$ cat config.mk
export PLATFORM = sky130hd
export DESIGN_NAME = bad_decoder
export DESIGN_NICKNAME = d
export VERILOG_FILES = /design/src/hdl/bad_pkg.sv /design/src/hdl/bad_decoder.sv
export SDC_FILE = /design/constraint.sdc
export NUM_CORES = 1
export LEC_CHECK = 0
export BUFFER_PORTS_ARGS = -buffer_cell sky130_fd_sc_hd__buf_2
export CORE_ASPECT_RATIO = 0.8
export CORE_MARGIN = 2
export CORE_UTILIZATION = 33
export DETAILED_ROUTE_END_ITERATION = 8
export PLACE_DENSITY_LB_ADDON = 0.12
export SYNTH_ARGS = -nofsm -noshare
export SYNTH_HDL_FRONTEND = slang
export SYNTH_SLANG_ARGS = --single-unit
export TNS_END_PERCENT = 1
$ cat constraint.sdc
create_clock -name clk -period 1.9 [get_ports clk]
set_input_delay 0.095 -clock clk [delete_from_list [all_inputs] [get_ports clk]]
set_output_delay 0.095 -clock clk [all_outputs]
set_load 0.1 [all_outputs]
$ cat src/hdl/bad_pkg.sv
// Purpose: Constants for the board address decoder.
// Assumes: Standard decode pattern on the eight high address bits.
// Notes: Page values are the high address byte.
package bad_pkg;
  localparam int ADDR_W = 16;
  localparam int HI_LSB = 8;
  localparam int HI_W = 8;
  localparam int LUT_W = 5;
  localparam int LUT_DEPTH = 512;
  // Lookup output bit positions.
  localparam int B_CODE_LO = 1;
  localparam int B_CODE_HI = 2;
  localparam int B_GRP2_N = 3;
  localparam int B_GRP1_N = 4;
  // Codes on bits 2:1.
  localparam logic [1:0] C1_ROM_JUMP = 2'h3;
  localparam logic [1:0] C1_ROM_NORM = 2'h2;
  localparam logic [1:0] C1_RAM = 2'h1;
  localparam logic [1:0] C1_TIMER = 2'h0;
  localparam logic [1:0] C2_PARALLEL = 2'h3;
  localparam logic [1:0] C2_SERIAL = 2'h2;
  localparam logic [1:0] C2_SYSTEM = 2'h1;
  localparam logic [1:0] C2_CONTROL = 2'h0;
  // Memory pages.
  localparam logic [7:0] PG_JUMP_LO = 8'h00;
  localparam logic [7:0] PG_JUMP_HI = 8'h07;
  localparam logic [7:0] PG_NORM_LO = 8'hd8;
  localparam logic [7:0] PG_NORM_HI = 8'hdf;
  localparam logic [7:0] PG_RAM = 8'hd0;
  localparam logic [7:0] PG_TIMER = 8'hd1;
  // Port addresses; masks mark don't-care bits sub-decoded low.
  localparam logic [7:0] IO_SERIAL_A = 8'h04;
  localparam logic [7:0] IO_SERIAL_B = 8'h12;
  localparam logic [7:0] IO_PARALLEL = 8'h14;
  localparam logic [7:0] IO_SYSTEM = 8'h02;
  localparam logic [7:0] IO_CONTROL = 8'hf3;
  localparam logic [7:0] IO_PAIR_MASK = 8'hfe;
  localparam logic [7:0] IO_FULL_MASK = 8'hff;
  // Control port data bits.
  localparam int CTL_JUMP_BIT = 0;
  localparam int CTL_MEM_BIT = 1;
  localparam int CTL_DELAY = 3;
  localparam logic [4:0] LUT_NONE = 5'h1f;
endpackage

$ cat src/hdl/bad_decoder.sv
// Purpose: Board address decoder producing active-low chip enables.
// Assumes: Strobes are synchronous levels sampled on clk.
// Notes: Enables are combinational from address, status and the registered control enables.
`timescale 1ns/1ps
`default_nettype none
module bad_decoder #(
  parameter bit SYS_TO_SERIAL = 1'b1
) (
  input wire logic clk,
  input wire logic rstn,
  input wire logic clk_en,
  input wire logic [bad_pkg::ADDR_W-1:0] addr,
  input wire logic io_not_mem,
  input wire logic read_status,
  input wire logic interrupt_ack_strobe_n,
  input wire logic rd_strobe_n,
  input wire logic wr_strobe_n,
  input wire logic memory_write_strobe_n,
  input wire logic internal_write_strobe_n,
  input wire logic ctl_data_jump,
  input wire logic ctl_data_mem,
  output logic rom_en_n,
  output logic ram_en_n,
  output logic timer_en_n,
  output logic parallel_en_n,
  output logic serial_en_n,
  output logic control_en_n,
  output logic ram_timer_wr_n,
  output logic power_on_jump_enable,
  output logic onboard_memory_enable
);
  import bad_pkg::*;

  // ****************************************************************
  // Lookup pattern
  // ****************************************************************
  logic [LUT_W-1:0] decode_lookup_rom [LUT_DEPTH];

  function automatic logic [LUT_W-1:0] pattern(input logic io,
                                               input logic [7:0] pg);
    logic [LUT_W-1:0] v;
    v = LUT_NONE;
    if (!io) begin
      if (pg >= PG_NORM_LO && pg <= PG_NORM_HI) begin
        v = {2'b01, C1_ROM_NORM, 1'b1};
      end else if (pg == PG_RAM) begin
        v = {2'b01, C1_RAM, 1'b1};
      end else if (pg == PG_TIMER) begin
        v = {2'b01, C1_TIMER, 1'b1};
      end else if (pg <= PG_JUMP_HI) begin
        v = {2'b01, C1_ROM_JUMP, 1'b1};
      end
    end else begin
      // low bit don't-care for port pairs
      if ((pg & IO_PAIR_MASK) == IO_SERIAL_A ||
          (pg & IO_PAIR_MASK) == IO_SERIAL_B) begin
        v = {2'b10, C2_SERIAL, 1'b1};
      end else if ((pg & IO_PAIR_MASK) == IO_PARALLEL) begin
        v = {2'b10, C2_PARALLEL, 1'b1};
      end else if ((pg & IO_PAIR_MASK) == IO_SYSTEM) begin
        v = {2'b10, C2_SYSTEM, 1'b1};
      end else if ((pg & IO_FULL_MASK) == IO_CONTROL) begin
        v = {2'b10, C2_CONTROL, 1'b1};
      end
    end
    return v;
  endfunction

  // table never sets both group bits low
  generate
    for (genvar i = 0; i < LUT_DEPTH; i++) begin : g_lut
      localparam logic [HI_W:0] IDX = (HI_W+1)'(i);
      assign decode_lookup_rom[i] = pattern(IDX[HI_W], IDX[HI_W-1:0]);
    end
  endgenerate

  // ****************************************************************
  // Lookup stage
  // ****************************************************************
  // nine-bit lookup index
  wire logic [HI_W:0] lut_idx = {io_not_mem, addr[ADDR_W-1:HI_LSB]};
  wire logic interrupt_ack_active = ~interrupt_ack_strobe_n;
  wire logic [LUT_W-1:0] lut_raw = decode_lookup_rom[lut_idx];
  wire logic [LUT_W-1:0] lut_out = interrupt_ack_active ? LUT_NONE : lut_raw;
  wire logic grp1_n = lut_out[B_GRP1_N];
  wire logic grp2_n = lut_out[B_GRP2_N];
  wire logic [1:0] code = lut_out[B_CODE_HI:B_CODE_LO];

  // ****************************************************************
  // Dual group decoder
  // ****************************************************************
  // group 1 half enable
  wire logic g1_on = ~grp1_n & onboard_memory_enable;
  wire logic g2_on = ~grp2_n;
  wire logic d_norm = g1_on & (code == C1_ROM_NORM);
  wire logic d_ram = g1_on & (code == C1_RAM);
  wire logic d_timer = g1_on & (code == C1_TIMER);
  // jump location gated by its own enable
  wire logic d_jump = ~grp1_n & power_on_jump_enable &
                      (code == C1_ROM_JUMP);
  wire logic d_par = g2_on & (code == C2_PARALLEL);
  wire logic d_ser = g2_on & (code == C2_SERIAL);
  wire logic d_sys = g2_on & (code == C2_SYSTEM);
  wire logic d_ctl = g2_on & (code == C2_CONTROL);
  // system port routed to exactly one target
  wire logic sys_ser = d_sys & SYS_TO_SERIAL;
  wire logic sys_par = d_sys & ~SYS_TO_SERIAL;
  wire logic rom_read_qualifier = (d_norm | d_jump) & read_status;

  assign rom_en_n = ~rom_read_qualifier;
  // RAM and timer on memory reads and writes alike
  assign ram_en_n = ~d_ram;
  assign timer_en_n = ~d_timer;
  assign serial_en_n = ~(d_ser | sys_ser);
  assign parallel_en_n = ~(d_par | sys_par);
  assign control_en_n = ~d_ctl;
  // I/O cycles use the internal write strobe
  assign ram_timer_wr_n = io_not_mem ? internal_write_strobe_n :
                                       memory_write_strobe_n;

  // ****************************************************************
  // Control enable delay
  // ****************************************************************
  // Strobe edges are found on clk, so each strobe pulse must last a cycle.
  logic [CTL_DELAY:0] jump_sr_r;
  logic [CTL_DELAY:0] mem_sr_r;
  logic strobe_d_r;
  wire logic strobe = ~rd_strobe_n | ~wr_strobe_n;
  wire logic strobe_end = strobe_d_r & ~strobe;
  wire logic ctl_write_end = strobe_end & ~control_en_n & ~read_status;

  always_ff @(posedge clk) begin
    if (!rstn) begin
      jump_sr_r <= '0;
      mem_sr_r <= '0;
      strobe_d_r <= 1'b0;
    end else if (clk_en) begin
      strobe_d_r <= strobe;
      // load on write, then shift each strobe
      if (ctl_write_end) begin
        jump_sr_r <= {jump_sr_r[CTL_DELAY:1], ctl_data_jump};
        mem_sr_r <= {mem_sr_r[CTL_DELAY:1], ctl_data_mem};
      end else if (strobe_end) begin
        jump_sr_r <= {jump_sr_r[CTL_DELAY-1:0], jump_sr_r[0]};
        mem_sr_r <= {mem_sr_r[CTL_DELAY-1:0], mem_sr_r[0]};
      end
    end
  end

  assign power_on_jump_enable = ~jump_sr_r[CTL_DELAY];
  assign onboard_memory_enable = ~mem_sr_r[CTL_DELAY];

  // ****************************************************************
  // Checks
  // ****************************************************************
  wire logic [HI_W-1:0] hi_pg = addr[ADDR_W-1:HI_LSB];
  wire logic mem_cyc = ~interrupt_ack_active & ~io_not_mem;
  wire logic io_cyc = ~interrupt_ack_active & io_not_mem;
endmodule
`default_nettype wire

==> impl_metrics.json <==
{
  "dieArea_um2": 2440,
  "hold_buffers": 0,
  "grt_pass1_wl_um": 2580,
  "fin_cells": 131,
  "vias": 694,
  "syn_inst": 76,
  "worstReg2RegEnd": "mem_sr_r[0]",
  "min_period_over_period": 0.930,
  "cts_buffer_depth": 2,
  "fillers": 193,
  "fin_util": 0.524,
  "io_pins": 37,
  "yosys_warnings": 0,
  "worstSetupEndpointType": "output port",
  "final_antenna_net_count": 0,
  "grt_util_all_layers": 0.140,
  "power_density_nw_per_um2": 424,
  "timing.fmax_ghz": 0.566,
  "p_seq_frac": 0.451,
  "hold_end": "jump_sr_r[0]",
  "place_hpwl_um": 1250,
  "finalClockSkew_ps": 3.13,
  "start_util": 0.356,
  "antenna_found_initial": 0,
  "drc": 0,
  "synth_xor_area_frac": 0,
  "leakagePower_nw": 0.405,
  "drt_iter0_drc": 9,
  "cts_tree": "built",
  "synth_area_leaders": "dfxtp_1 26%, mux2i_1 13%, nand2_1 7.7%",
  "cts_root_buf": "clkbuf_4",
  "synth_cell_types": 31,
  "switching_power_mw": 0.118,
  "ys_seq_elements": 9,
  "viasPerCell": 5.30,
  "holdCritPathClass": "input pin to flip-flop",
  "p_int_mw": 0.306,
  "crit_path_top_delay_cell": "mux2_4",
  "drive_above_1_share": 0.411,
  "crit_arrival_ps": 1670,
  "antenna_cells": 0,
  "synth_fa_ha_area_frac": 0.0551,
  "synth_top_family_by_area": "simple AND/OR/NAND/NOR gates",
  "grt-ovfl-total": 0,
  "worstSetupPathType": "input pin to output port",
  "core_area_um2": 1910,
  "finalMaxSlewViolations": 0,
  "drt_wl_total_um": 1500,
  "clock_sinks": 9,
  "slew_headroom": 0.679,
  "synth_seq_area_share": 0.265,
  "die_h_um": 44.6,
  "htreeDepth": 1,
  "clk_latency_ps": 250,
  "cp_cell_sequence": "buf_2, inv_12, ha_4, mux2_4, a22oi_2, o21a_4, mux2i_1, nand4_1, buf_4",
  "die_w_um": 54.8,
  "rr_worst_depth": 4,
  "grt_max_degree": 12,
  "sw_frac_of_total": 0.277,
  "synth_area_per_cell_um2": 8.96,
  "synth_simple_gate_area_frac": 0.307,
  "clk_pin_slew_ps": 60,
  "r2r_start": "strobe_d_r",
  "routedWlPerCell_um": 11.4,
  "reg2reg_slack_ps": 670,
  "synth_edf_count": 0,
  "total_power_mw": 0.424,
  "setup_viol": 0,
  "cpPeakStageDelay_ps": 260,
  "synthTopCellsByCount": "14 x nand2_1, 9 x dfxtp_1, 9 x mux2i_1",
  "rsz0062_at_grt": "no",
  "holdPathStages": 3,
  "cts_buffers": 3,
  "gp_congestion": 0.801,
  "vdd.ir_drop.worst_mv": 0.450,
  "nets": 139,
  "start_kind": "input pin",
  "finalCriticalPeriod_ps": 1770,
  "crit_fanout": 6,
  "syn-num-nets": 107,
  "port_buffers": 28,
  "synth_top_cell_area_share": 0.265,
  "synth_top_area_cell": "dfxtp_1",
  "required_ps": 1800,
  "min_from": "ctl_data_jump",
  "clkPwrFrac": 0.330,
  "synth_compound_area_frac": 0.175,
  "combPwrFrac": 0.219,
  "synth_top_flop_cell": "dfxtp_1",
  "synth.cell_area_um2": 681,
  "tightestPinTransition_ps": 485,
  "drt_pass1_iterations": 4,
  "status": "finished, final reports clean",
  "num_rows": 14,
  "placed_cells": 127,
  "drv_cap": 0,
  "async_flop_share": 0,
  "finalHoldViolations": 0,
  "area_growth_pct": 46.9,
  "synth_mux_area_frac": 0.165,
  "yosysMostFrequentCell": "nand2_1",
  "grt_pass1_vias": 621
}
-- cells by family after synthesis --
kind of cell	after synthesis
and+or+nand+nor	36
AOI/OAI and AO/OA	11
muxes	11
DFF	9
buffers and inverters	6
adders and majority gates	3
-- timing repair --
| item | 4_1_cts | 5_1_grt |
|---|---|---|
| buffers inserted | 0 | 0 |
| endpoints found under the setup margin | 0 | 1 |
| gates resized for setup | 0 | 2 |
-- worst max-delay path, delay by kind of cell --
family | cells | cell delay, ps
adders and majority gates | 1 | 140
and+or+nand+nor | 1 | 110
buffers and inverters | 3 | 500
muxes | 2 | 450
AOI/OAI and AO/OA | 2 | 380
-- metal layers --
layer | share of wire | global-route usage | vias up
met5 | 0 | 0 | -
met4 | 0 | 0 | 0
met3 | 0.065 | 0.0405 | 0
met2 | 0.42 | 0.226 | 19
met1 | 0.51 | 0.195 | 322
li1 | - | - | 353
-- layout make-up --
class	count	area (um2)	area share
Sequential cell	9	180	0.180
Multi-Input combinational cell	61	507	0.507
Tap cell	24	30.0	0.0300
Inverter	5	38.8	0.0388
Timing Repair Buffer	28	218	0.218
Clock buffer	4	26.3	0.0263
-- sequential cells by signal (all words and copies together), names as in the netlist --
name        flops
strobe_d_r      1
jump_sr_r       4
mem_sr_r        4
-- per-stage QoR --
step                      worst slack (ps)  area [um2]  TNS [ps]  hold slack, ps
after floorplan                      -99.7         729      -187             233
after global placement                 105         971         0             342
after detailed placement              83.4         971         0             346
after CTS                             73.4         997         0            75.6
after global routing                  43.3        1000         0             104
final                                  134        1000         0            80.6
-- power groups by stage --
| stage | Combinational [mW] | Sequential (mW) | Clock (mW) |
|---|---|---|---|
| 6_report | 0.0929 | 0.191 | 0.140 |
| 5_1_grt | 0.102 | 0.191 | 0.154 |
| 4_1_cts | 0.0930 | 0.191 | 0.146 |
| 3_5_place_dp | 0.0925 | 0.195 | 0 |
| 3_3_place_gp | 0.0908 | 0.195 | 0 |
| 2_1_floorplan | 0.0495 | 0.195 | 0 |
-- worst max-delay path by stage --
stage / slack, ps / start / endpoint
global placement: 110 / addr[9] / rom_en_n
CTS: 70 / addr[9] / rom_en_n
finish: 130 / addr[9] / rom_en_n
global route: 40 / addr[9] / rom_en_n
floorplan: -100 / addr[9] / rom_en_n
detailed placement: 80 / addr[9] / rom_en_n
-- placed cells by master, fill, tap and decap left out --
cell type,n
buf_12,5
a21oi_4,1
ha_1,1
nand2_1,14
a31o_1,1
and4b_1,1
a22oi_2,1
nor4_1,1
nor3b_1,1
and3_2,1
dfxtp_1,9
buf_4,1
mux2_4,1
mux2_2,1
o41ai_1,1
clkbuf_1,1
a22oi_1,1
a32oi_2,1
and2_1,1
inv_1,3
ha_4,2
and4b_4,1
inv_8,1
buf_2,22
mux2i_1,9
nor4_4,1
clkbuf_4,3
o21a_4,1
nor3_1,1
nand3b_1,2
o2111ai_1,2
nor2_1,3
o211a_1,1
a31oi_1,1
inv_12,1
nand4_1,2
and3_1,1
nand4b_1,1
nand3_1,5
(Power assumes the default switching activity.)
